## src/rtl/aux_pin_pkg.sv

```systemverilog
// Shared constants, register map and function codes for the auxiliary pin mux
package aux_pin_pkg;

  // ----------------------------------------------------------------
  // Clock and timing
  // ----------------------------------------------------------------
  localparam int CLK_PERIOD_NS = 10;
  localparam int MCLK_KHZ = 100000;
  localparam int LED_PULSE_NS = 40000;
  localparam int LED_PULSE_CYC = (LED_PULSE_NS + CLK_PERIOD_NS - 1) / CLK_PERIOD_NS;
  localparam int LED_CNT_W = 12;

  // Output clocks: fast 30 MHz, mid and slow are halves of the one above
  localparam int CLK_FAST_KHZ = 30000;
  localparam int NCO_W = 16;
  localparam int NCO_INC_INT = (CLK_FAST_KHZ * 65536 + MCLK_KHZ / 2) / MCLK_KHZ;
  localparam logic [NCO_W-1:0] NCO_FAST_INC = NCO_INC_INT[NCO_W-1:0];

  // ----------------------------------------------------------------
  // Pins and function codes
  // ----------------------------------------------------------------
  localparam int NUM_PINS = 10;
  localparam int FUNC_W = 4;
  localparam int PD_DEFAULT_PIN = 7;
  localparam logic [NUM_PINS-1:0] CLK_CAPABLE_PINS = 10'h361;
  localparam logic [NUM_PINS-1:0] BITBANG_PINS = 10'h360;

  typedef enum logic [FUNC_W-1:0] {
    F_IN_PU, F_LINE_DRV, F_PWR_EN, F_TX_LED, F_RX_LED, F_TRX_LED, F_SLEEP,
    F_CLK_FAST, F_CLK_MID, F_CLK_SLOW, F_DRIVE1, F_DRIVE0, F_BITBANG, F_IN_PD
  } pin_func_e;

  // ----------------------------------------------------------------
  // Register map (byte addresses)
  // ----------------------------------------------------------------
  localparam int ADDR_W = 5;
  localparam logic [ADDR_W-1:0] FUNC_LO_ADDR = 5'h00;
  localparam logic [ADDR_W-1:0] FUNC_HI_ADDR = 5'h04;
  localparam logic [ADDR_W-1:0] CTRL_ADDR = 5'h08;
  localparam logic [ADDR_W-1:0] BITBANG_ADDR = 5'h0c;
  localparam logic [ADDR_W-1:0] STATUS_ADDR = 5'h10;
  localparam int FUNC_LO_PINS = 8;

  // Control fields
  localparam int CTRL_SUSP_PD_BIT = 0;
  localparam int CTRL_WAKE_EN_BIT = 1;
  localparam int CTRL_MODE_LSB = 4;
  localparam int MODE_W = 3;
  localparam int CTRL_BITPER_LSB = 16;
  localparam int BITPER_W = 16;
  localparam logic [MODE_W-1:0] MODE_UART = 3'h0;
  localparam logic [BITPER_W-1:0] BITPER_RESET = 16'h0364;

  // Bit-bang fields
  localparam int BB_DIR_LSB = 16;

  // Status fields
  localparam int ST_SUSPEND_BIT = 16;
  localparam int ST_CONFIG_BIT = 17;
  localparam int ST_WAKE_BIT = 18;
  localparam int ST_LDE_BIT = 19;

endpackage

```

## src/rtl/activity_led_pulse.sv

```systemverilog
// Stretches a one-cycle activity event into a visible low LED pulse
`timescale 1ns/100ps
module activity_led_pulse
  import aux_pin_pkg::*;
(
  input wire logic mclk,
  input wire logic rst_n,
  input wire logic ce,
  input wire logic event_pulse,
  output logic led_n
);

  localparam logic [LED_CNT_W-1:0] PULSE_LAST = LED_CNT_W'(LED_PULSE_CYC - 1);

  logic [LED_CNT_W-1:0] cnt_q;
  logic led_n_q;

  // ----------------------------------------------------------------
  // Pulse timer, retriggered by each new event
  // ----------------------------------------------------------------
  always_ff @(posedge mclk or negedge rst_n) begin
    if (!rst_n) begin
      cnt_q <= '0;
      led_n_q <= 1'b1;
    end else if (ce) begin
      if (event_pulse) begin
        cnt_q <= PULSE_LAST;
        led_n_q <= 1'b0;
      end else if (cnt_q != '0) begin
        cnt_q <= cnt_q - 1'b1;
      end else begin
        led_n_q <= 1'b1;
      end
    end
  end

  assign led_n = led_n_q;

endmodule

```

## src/rtl/clock_out_gen.sv

```systemverilog
// Derives the three pin clock outputs and stops them during suspend
`timescale 1ns/100ps
module clock_out_gen
  import aux_pin_pkg::*;
(
  input wire logic mclk,
  input wire logic rst_n,
  input wire logic ce,
  input wire logic suspend,
  output logic clock_out_fast,
  output logic clock_out_mid,
  output logic clock_out_slow
);

  logic [NCO_W-1:0] acc_q;
  logic fast_q;
  logic mid_q;
  logic slow_q;

  // ----------------------------------------------------------------
  // Phase accumulator; average frequency is set by the rounded increment, edges jitter by a cycle
  // ----------------------------------------------------------------
  always_ff @(posedge mclk or negedge rst_n) begin
    if (!rst_n) begin
      acc_q <= '0;
      fast_q <= 1'b0;
      mid_q <= 1'b0;
      slow_q <= 1'b0;
    end else if (ce) begin
      if (suspend) begin
        acc_q <= '0;
        fast_q <= 1'b0;
        mid_q <= 1'b0;
        slow_q <= 1'b0;
      end else begin
        acc_q <= acc_q + NCO_FAST_INC;
        fast_q <= acc_q[NCO_W-1];
        if (acc_q[NCO_W-1] && !fast_q) begin
          mid_q <= !mid_q;
          if (!mid_q) begin
            slow_q <= !slow_q;
          end
        end
      end
    end
  end

  assign clock_out_fast = fast_q;
  assign clock_out_mid = mid_q;
  assign clock_out_slow = slow_q;

endmodule

```

## src/rtl/aux_pin_function_mux.sv

```systemverilog
// Auxiliary pin function mux with Avalon-MM register access
`timescale 1ns/100ps

module aux_pin_function_mux
  import aux_pin_pkg::*;
(
  input wire logic mclk,
  input wire logic rst_n,
  input wire logic ce,
  input wire logic [ADDR_W-1:0] avs_address,
  input wire logic avs_read,
  input wire logic avs_write,
  input wire logic [31:0] avs_writedata,
  output logic [31:0] avs_readdata,
  output logic avs_waitrequest,
  input wire logic usb_configured,
  input wire logic usb_suspend,
  input wire logic tx_request,
  input wire logic tx_stop_done,
  output logic tx_start,
  input wire logic rxd_pin,
  input wire logic ring_indicator_n,
  input wire logic [NUM_PINS-1:0] aux_in,
  output logic [NUM_PINS-1:0] aux_out,
  output logic [NUM_PINS-1:0] aux_oe,
  output logic [NUM_PINS-1:0] aux_pull_up,
  output logic [NUM_PINS-1:0] aux_pull_down,
  output logic uart_in_pull_up,
  output logic uart_in_pull_down,
  output logic [MODE_W-1:0] interface_mode,
  output logic resume_request
);

  typedef enum logic [1:0] {LDE_IDLE, LDE_LEAD, LDE_SEND} lde_state_e;

  // ----------------------------------------------------------------
  // Declarations
  // ----------------------------------------------------------------
  logic [NUM_PINS-1:0][FUNC_W-1:0] func_q;
  logic susp_pd_en_q;
  logic wake_en_q;
  logic [MODE_W-1:0] mode_q;
  logic [BITPER_W-1:0] bitper_q;
  logic [NUM_PINS-1:0] bb_data_q;
  logic [NUM_PINS-1:0] bb_dir_q;
  logic wait_q;
  logic [31:0] rdata_q;
  logic [31:0] rdata_d;
  logic wr_fire;
  logic rd_take;
  logic [NUM_PINS-1:0] aux_meta_q;
  logic [NUM_PINS-1:0] aux_sync_q;
  logic rxd_meta_q;
  logic rxd_sync_q;
  logic rxd_prev_q;
  logic ri_meta_q;
  logic ri_sync_q;
  logic rx_event;
  lde_state_e lde_state_q;
  logic [BITPER_W-1:0] lde_cnt_q;
  logic lde_q;
  logic tx_start_q;
  logic tx_led_n;
  logic rx_led_n;
  logic trx_led_n;
  logic clk_fast;
  logic clk_mid;
  logic clk_slow;
  logic resume_q;
  logic uart_pu_q;
  logic uart_pd_q;
  logic [NUM_PINS-1:0] out_q;
  logic [NUM_PINS-1:0] oe_q;
  logic [NUM_PINS-1:0] pu_q;
  logic [NUM_PINS-1:0] pd_q;

  // Pins may only take functions they physically support
  function automatic logic func_legal(input int pin, input logic [FUNC_W-1:0] code);
    logic ok;
    ok = (code <= F_IN_PD);
    if (code == F_CLK_FAST || code == F_CLK_MID || code == F_CLK_SLOW
        || code == F_DRIVE1) begin
      ok = CLK_CAPABLE_PINS[pin];
    end else if (code == F_BITBANG) begin
      ok = BITBANG_PINS[pin];
    end
    return ok;
  endfunction

  // ----------------------------------------------------------------
  // Avalon-MM slave: one wait cycle, then the access completes
  // ----------------------------------------------------------------
  assign wr_fire = ce && avs_write && !wait_q;
  assign rd_take = ce && avs_read && wait_q;

  always_ff @(posedge mclk or negedge rst_n) begin
    if (!rst_n) begin
      wait_q <= 1'b1;
    end else if (ce) begin
      if ((avs_read || avs_write) && wait_q) begin
        wait_q <= 1'b0;
      end else begin
        wait_q <= 1'b1;
      end
    end
  end

  always_comb begin
    rdata_d = '0;
    if (avs_address == FUNC_LO_ADDR) begin
      for (int i = 0; i < FUNC_LO_PINS; i++) begin
        rdata_d[i*FUNC_W +: FUNC_W] = func_q[i];
      end
    end else if (avs_address == FUNC_HI_ADDR) begin
      for (int i = FUNC_LO_PINS; i < NUM_PINS; i++) begin
        rdata_d[(i-FUNC_LO_PINS)*FUNC_W +: FUNC_W] = func_q[i];
      end
    end else if (avs_address == CTRL_ADDR) begin
      rdata_d[CTRL_SUSP_PD_BIT] = susp_pd_en_q;
      rdata_d[CTRL_WAKE_EN_BIT] = wake_en_q;
      rdata_d[CTRL_MODE_LSB +: MODE_W] = mode_q;
      rdata_d[CTRL_BITPER_LSB +: BITPER_W] = bitper_q;
    end else if (avs_address == BITBANG_ADDR) begin
      rdata_d[NUM_PINS-1:0] = bb_data_q;
      rdata_d[BB_DIR_LSB +: NUM_PINS] = bb_dir_q;
    end else if (avs_address == STATUS_ADDR) begin
      rdata_d[NUM_PINS-1:0] = aux_sync_q;
      rdata_d[ST_SUSPEND_BIT] = usb_suspend;
      rdata_d[ST_CONFIG_BIT] = usb_configured;
      rdata_d[ST_WAKE_BIT] = resume_q;
      rdata_d[ST_LDE_BIT] = lde_q;
    end
  end

  always_ff @(posedge mclk or negedge rst_n) begin
    if (!rst_n) begin
      rdata_q <= '0;
    end else if (rd_take) begin
      rdata_q <= rdata_d;
    end
  end

  // ----------------------------------------------------------------
  // Pin function registers
  // ----------------------------------------------------------------
  always_ff @(posedge mclk or negedge rst_n) begin
    if (!rst_n) begin
      for (int i = 0; i < NUM_PINS; i++) begin
        func_q[i] <= (i == PD_DEFAULT_PIN) ? F_IN_PD : F_IN_PU;
      end
    end else if (wr_fire) begin
      for (int i = 0; i < NUM_PINS; i++) begin
        if (avs_address == FUNC_LO_ADDR && i < FUNC_LO_PINS) begin
          if (func_legal(i, avs_writedata[i*FUNC_W +: FUNC_W])) begin
            func_q[i] <= avs_writedata[i*FUNC_W +: FUNC_W];
          end
        end else if (avs_address == FUNC_HI_ADDR && i >= FUNC_LO_PINS) begin
          if (func_legal(i, avs_writedata[(i-FUNC_LO_PINS)*FUNC_W +: FUNC_W])) begin
            func_q[i] <= avs_writedata[(i-FUNC_LO_PINS)*FUNC_W +: FUNC_W];
          end
        end
      end
    end
  end

  // ----------------------------------------------------------------
  // Control and bit-bang registers
  // ----------------------------------------------------------------
  always_ff @(posedge mclk or negedge rst_n) begin
    if (!rst_n) begin
      susp_pd_en_q <= 1'b0;
      wake_en_q <= 1'b0;
      mode_q <= MODE_UART;
      bitper_q <= BITPER_RESET;
    end else if (wr_fire && avs_address == CTRL_ADDR) begin
      susp_pd_en_q <= avs_writedata[CTRL_SUSP_PD_BIT];
      wake_en_q <= avs_writedata[CTRL_WAKE_EN_BIT];
      mode_q <= avs_writedata[CTRL_MODE_LSB +: MODE_W];
      bitper_q <= avs_writedata[CTRL_BITPER_LSB +: BITPER_W];
    end
  end

  always_ff @(posedge mclk or negedge rst_n) begin
    if (!rst_n) begin
      bb_data_q <= '0;
      bb_dir_q <= '0;
    end else if (wr_fire && avs_address == BITBANG_ADDR) begin
      bb_data_q <= avs_writedata[NUM_PINS-1:0];
      bb_dir_q <= avs_writedata[BB_DIR_LSB +: NUM_PINS];
    end
  end

  // ----------------------------------------------------------------
  // Pin input synchronisers
  // ----------------------------------------------------------------
  always_ff @(posedge mclk or negedge rst_n) begin
    if (!rst_n) begin
      aux_meta_q <= '0;
      aux_sync_q <= '0;
      rxd_meta_q <= 1'b1;
      rxd_sync_q <= 1'b1;
      rxd_prev_q <= 1'b1;
      ri_meta_q <= 1'b1;
      ri_sync_q <= 1'b1;
    end else if (ce) begin
      aux_meta_q <= aux_in;
      aux_sync_q <= aux_meta_q;
      rxd_meta_q <= rxd_pin;
      rxd_sync_q <= rxd_meta_q;
      rxd_prev_q <= rxd_sync_q;
      ri_meta_q <= ring_indicator_n;
      ri_sync_q <= ri_meta_q;
    end
  end

  // Start-bit edge on the receive line marks receive activity
  assign rx_event = rxd_prev_q && !rxd_sync_q;

  // ----------------------------------------------------------------
  // Line driver enable sequencer
  // ----------------------------------------------------------------
  always_ff @(posedge mclk or negedge rst_n) begin
    if (!rst_n) begin
      lde_state_q <= LDE_IDLE;
      lde_cnt_q <= '0;
      lde_q <= 1'b0;
      tx_start_q <= 1'b0;
    end else if (ce) begin
      tx_start_q <= 1'b0;
      case (lde_state_q)
        LDE_IDLE: begin
          if (tx_request) begin
            lde_q <= 1'b1;
            lde_cnt_q <= (bitper_q == '0) ? '0 : bitper_q - 1'b1;
            lde_state_q <= LDE_LEAD;
          end
        end
        LDE_LEAD: begin
          if (lde_cnt_q == '0) begin
            tx_start_q <= 1'b1;
            lde_state_q <= LDE_SEND;
          end else begin
            lde_cnt_q <= lde_cnt_q - 1'b1;
          end
        end
        LDE_SEND: begin
          if (tx_stop_done) begin
            lde_q <= 1'b0;
            lde_state_q <= LDE_IDLE;
          end
        end
        default: begin
          lde_q <= 1'b0;
          lde_state_q <= LDE_IDLE;
        end
      endcase
    end
  end

  // ----------------------------------------------------------------
  // Activity LEDs and clock outputs
  // ----------------------------------------------------------------
  activity_led_pulse u_tx_led (
    .mclk(mclk),
    .rst_n(rst_n),
    .ce(ce),
    .event_pulse(tx_start_q),
    .led_n(tx_led_n)
  );

  activity_led_pulse u_rx_led (
    .mclk(mclk),
    .rst_n(rst_n),
    .ce(ce),
    .event_pulse(rx_event),
    .led_n(rx_led_n)
  );

  activity_led_pulse u_trx_led (
    .mclk(mclk),
    .rst_n(rst_n),
    .ce(ce),
    .event_pulse(tx_start_q || rx_event),
    .led_n(trx_led_n)
  );

  clock_out_gen u_clk (
    .mclk(mclk),
    .rst_n(rst_n),
    .ce(ce),
    .suspend(usb_suspend),
    .clock_out_fast(clk_fast),
    .clock_out_mid(clk_mid),
    .clock_out_slow(clk_slow)
  );

  // ----------------------------------------------------------------
  // Suspend pull control and wake request
  // ----------------------------------------------------------------
  always_ff @(posedge mclk or negedge rst_n) begin
    if (!rst_n) begin
      uart_pu_q <= 1'b1;
      uart_pd_q <= 1'b0;
      resume_q <= 1'b0;
    end else if (ce) begin
      uart_pd_q <= susp_pd_en_q && usb_suspend;
      uart_pu_q <= !(susp_pd_en_q && usb_suspend);
      resume_q <= wake_en_q && usb_suspend && !ri_sync_q;
    end
  end

  // ----------------------------------------------------------------
  // Per-pin output mux
  // ----------------------------------------------------------------
  for (genvar i = 0; i < NUM_PINS; i++) begin : g_pin
    logic out_d;
    logic oe_d;
    logic pu_d;
    logic pd_d;

    always_comb begin
      out_d = 1'b0;
      oe_d = 1'b1;
      pu_d = 1'b0;
      pd_d = 1'b0;
      case (pin_func_e'(func_q[i]))
        F_LINE_DRV: out_d = lde_q;
        F_PWR_EN: out_d = !(usb_configured && !usb_suspend);
        F_TX_LED: out_d = tx_led_n;
        F_RX_LED: out_d = rx_led_n;
        F_TRX_LED: out_d = trx_led_n;
        F_SLEEP: out_d = !usb_suspend;
        F_CLK_FAST: out_d = clk_fast;
        F_CLK_MID: out_d = clk_mid;
        F_CLK_SLOW: out_d = clk_slow;
        F_DRIVE1: out_d = 1'b1;
        F_DRIVE0: out_d = 1'b0;
        F_BITBANG: begin
          out_d = bb_data_q[i];
          oe_d = bb_dir_q[i];
          pu_d = !bb_dir_q[i];
        end
        F_IN_PD: begin
          oe_d = 1'b0;
          pd_d = 1'b1;
        end
        default: begin
          oe_d = 1'b0;
          pu_d = 1'b1;
        end
      endcase
    end

    always_ff @(posedge mclk or negedge rst_n) begin
      if (!rst_n) begin
        out_q[i] <= 1'b0;
        oe_q[i] <= 1'b0;
        pu_q[i] <= (i != PD_DEFAULT_PIN);
        pd_q[i] <= (i == PD_DEFAULT_PIN);
      end else if (ce) begin
        out_q[i] <= out_d;
        oe_q[i] <= oe_d;
        pu_q[i] <= pu_d;
        pd_q[i] <= pd_d;
      end
    end
  end

  // ----------------------------------------------------------------
  // Outputs
  // ----------------------------------------------------------------
  assign avs_readdata = rdata_q;
  assign avs_waitrequest = wait_q;
  assign tx_start = tx_start_q;
  assign aux_out = out_q;
  assign aux_oe = oe_q;
  assign aux_pull_up = pu_q;
  assign aux_pull_down = pd_q;
  assign uart_in_pull_up = uart_pu_q;
  assign uart_in_pull_down = uart_pd_q;
  assign interface_mode = mode_q;
  assign resume_request = resume_q;

endmodule

```

## config.mk

```make
export PLATFORM = sky130hd
export DESIGN_NAME = aux_pin_function_mux
export DESIGN_NICKNAME = d
export VERILOG_FILES = /design/src/rtl/aux_pin_pkg.sv /design/src/rtl/activity_led_pulse.sv /design/src/rtl/clock_out_gen.sv /design/src/rtl/aux_pin_function_mux.sv
export SDC_FILE = /design/constraint.sdc
export NUM_CORES = 1
export LEC_CHECK = 0
export BUFFER_PORTS_ARGS = -buffer_cell sky130_fd_sc_hd__buf_2
export CORE_MARGIN = 4
export CORE_UTILIZATION = 55
export DETAILED_ROUTE_END_ITERATION = 7
export PLACE_DENSITY = 0.77
export SKIP_LAST_GASP = 1
export SLEW_MARGIN = 20
export SYNTH_ARGS = -nofsm -noshare
export SYNTH_HDL_FRONTEND = slang
export SYNTH_SLANG_ARGS = --single-unit
```

## constraint.sdc

```tcl
create_clock -name mclk -period 2.1 [get_ports mclk]
set_clock_uncertainty 0.05 [all_clocks]
set_input_delay 0.315 -clock mclk [delete_from_list [all_inputs] [get_ports mclk]]
set_output_delay 0.315 -clock mclk [all_outputs]
set_load 0.02 [all_outputs]
```

==> metrics.yaml <==
status: "complete, no violations"
grt_setup_unrepaired: "yes"
core_um2: 26280
cp_num_cells: 2
nNetsFinal: 1839
cts_tree: "done"
timing.rr.start: "lde_cnt_q[0]"
crit_path_max_fanout: 10
synthToLayoutAreaGrowth_pct: 18.15
path_cells: "buf_4, buf_2"
yosysSeqAreaShare_pct: 44.21
placement_rows: 59
antennaDiodeCount: 0
grt_usage_pct: 27.99
r2r.worst_path.cells: 6
fp.dieW_um: 172.0
synth_async_sr_flop_share_pct: 100.0
syn_nets: 1658
instances_no_fill: 2085
min_path_type: "in2reg"
synth-edff-count: 0
required_ns: 1.74
path_buf_inv: 2
hold_start: "avs_writedata[14]"
synth_flop_cell: "dfrtp_1"
drive_gt1_share_pct: 24.00
place_ws_ns: -0.01849
wl_per_cell_um: 20.04
timing.fmax_mhz: 494.9
die_h_um: 172.0
p_per_area_nw_per_um2: 921.1
dpl.cell_count: 2008
highest_layer: "met5"
timing.max_cap.violations: 0
clock_sinks: 260
ys_warn_count: 0
clockRootBuffer: "clkbuf_16"
p_clk_share_pct: 31.6
wl_met3_mm: 3.576
gp_congestion: 0.9235
syn-cell-area_um2: 14800
ys_seq_elements: 260
first_iter_violations: 1471
clk_pin_slew_ns: 0.06
power_frac_comb_pct: 24.9
p_sw_uw: 5408
syn_inst: 1547
start_util_pct: 56.30
crit_slowest_cell: "dfrtp_1"
p_leak_uw: 0.007678
report.final.hold_viol_count: 0
num_io_pins: 138
cp-start-kind: "flop"
wl_met1_mm: 17.96
grt_max_degree: 70
crit_path_end: "tx_start"
p_int_uw: 10690
met2WireLength_mm: 19.06
p_seq_share_pct: 43.5
path_delay_family: "flip-flops"
startpoint: "tx_start"
slew_headroom_pct: 55.55
cts_buffer_depth: 3
drc: 0
grt_pass1_vias: 12566
ys_types: 85
post-route-period-util_pct: 96.22
via_per_inst: 6.274
cp.arrival_ns: 1.66
hold_ws_ns: 0.02530
final_antenna_net_count: 0
reg2reg_to: "lde_cnt_q[0]"
antenna_found_initial: 3
nFillCells: 2016
num_vias: 13082
portBuffers: 137
grt_remaining_overflow: 0
worst_pin_slew_ns: 0.6667
drt_wl_total_mm: 41.78
switching_share_pct: 33.59
hpwl_mm: 29.43
setup_viol: 0
insertion_delay_ns: 0.56
grt_pass1_wl_mm: 66.85
worst_ir_drop_vdd_mv: 0.7944
finalMaxSlewViolations: 0
setup.worst_path.class: "reg2out"
period_minus_slack_ns: 2.021
cp_slowest_stage_delay_ns: 0.63
htreeDepth: 1
endpoint_kind: "primary output"
worst_slack_ns: 0.07948
r2r_slack_ns: 0.08
die_area_um2: 29590
first_pass_iters: 8
avgSynthCellArea_um2: 9.565
cts_buffers: 28
[cells in the mapped netlist, types with 16 or more instances]
library cell	n	area share [%]
a21oi_1	115	3.9
a311oi_1	20	1.2
nor2_1	139	3.5
o21ai_0	108	3.7
nor4_1	16	0.68
nand2b_1	26	1.1
nand2_1	154	3.9
o2bb2ai_1	33	2.0
mux2i_1	20	1.4
inv_1	63	1.6
o22a_1	19	1.1
ha_1	53	4.5
mux2_2	75	5.7
nand3_1	26	0.88
nor3_1	43	1.5
dfstp_2	28	5.0
a22oi_1	23	1.2
dfrtp_1	232	39
clkbuf_1	77	2.0
[metal layers]
| metal | vias up | global-route usage (%) |
|---|---|---|
| met5 | - | 0 |
| met2 | 616 | 43.57 |
| met3 | 99 | 5.190 |
| met1 | 6352 | 40.39 |
| li1 | 6009 | - |
| met4 | 6 | 8.305 |
[cells by family (layout without fill, tap and decap cells)]
group	after synthesis	in the layout	synth area share, %
buffers and inverters	164	367	4.642
and+or+nand+nor	489	489	16.18
DFF	260	260	44.21
AOI/OAI and AO/OA	444	444	19.95
xor gates and xnor gates	27	27	1.598
muxes	107	107	8.735
adders and majority gates	56	56	4.685
[how the worst min path moves through the flow]
stage	to	cells after the start	slack [ns]
floorplan	aux_meta_q[0]	0	-0.03
global placement	u_rx_led.cnt_q[6]	1	0.19
detailed placement	u_rx_led.cnt_q[10]	1	0.19
CTS	bitper_q[4]	2	0.004
global route	bitper_q[4]	2	0.01
finish	func_q[13]	2	0.03
[sequential cells by signal, indices dropped and copies added (netlist names), 3 cells and up]
| register | cells |
|---|---|
| u_rx_led.cnt_q | 12 |
| interface_mode | 3 |
| aux_sync_q | 10 |
| lde_cnt_q | 16 |
| aux_pull_up | 10 |
| u_clk.acc_q | 16 |
| aux_meta_q | 10 |
| bb_dir_q | 10 |
| bb_data_q | 10 |
| bitper_q | 16 |
| aux_out | 10 |
| u_tx_led.cnt_q | 12 |
| aux_pull_down | 10 |
| avs_readdata | 32 |
| func_q | 40 |
| u_trx_led.cnt_q | 12 |
| aux_oe | 10 |
[cell type report]
cell class | count | area [um2] | area share (%)
sequential | 260 | 6541 | 37.42
multi-input combinational | 1123 | 7615 | 43.56
tap | 335 | 419.2 | 2.397
clock inverter | 15 | 157.7 | 0.9017
inverter | 63 | 236.5 | 1.353
timing repair buffer | 252 | 1728 | 9.883
clock buffer | 37 | 785.8 | 4.494
[per-stage QoR]
stage          cell area [um2]  power, uW  utilization, %  TNS [ns]
4_1_cts                  17410      16060           66.25         0
3_3_place_gp             16260      10750           61.88         0
6_report                 17480      16100           66.53         0
5_1_grt                  17480      16970           66.53  -0.05171
2_1_floorplan            14800       9439               -         0
3_5_place_dp             16260      10950           61.88  -0.05136
[placed cells by master, fill, tap and decap left out, types with 26 or more instances in the layout]
cell and count:
dfrtp_1 232, nand2_1 154, nor2_1 139, buf_2 135
a21oi_1 115, o21ai_0 106, buf_4 86, mux2_2 75
inv_1 61, ha_1 53, nor3_1 40, o2bb2ai_1 33
clkbuf_16 29, dfstp_2 28, nand2b_1 26
[worst register-to-register path, stage by stage (launching register included)]
cell and delay (ns):
dfrtp_1 0.39, inv_1 0.09, ha_1 0.13, or4b_4 0.46, nor4_4 0.18, a31o_4 0.24, mux2_2 0.35
[power groups by stage]
stage                     Clock (uW)  Sequential [uW]  Combinational, uW
final                           5080             7010               4010
after global routing            5360             7140               4460
after detailed placement           0             7030               3910
after floorplan                    0             6860               2580
after CTS                       5130             6960               3970
after global placement             0             6990               3760
[repair_timing]
item / in CTS / in global routing
pin swaps: 1 / 8
resized for setup: 1 / 11
hold endpoints to repair: 101 / 0
setup buffers: 0 / 5
hold buffers: 20 / 0
setup endpoints to repair: 4 / 25
(Power assumes the default switching activity.)
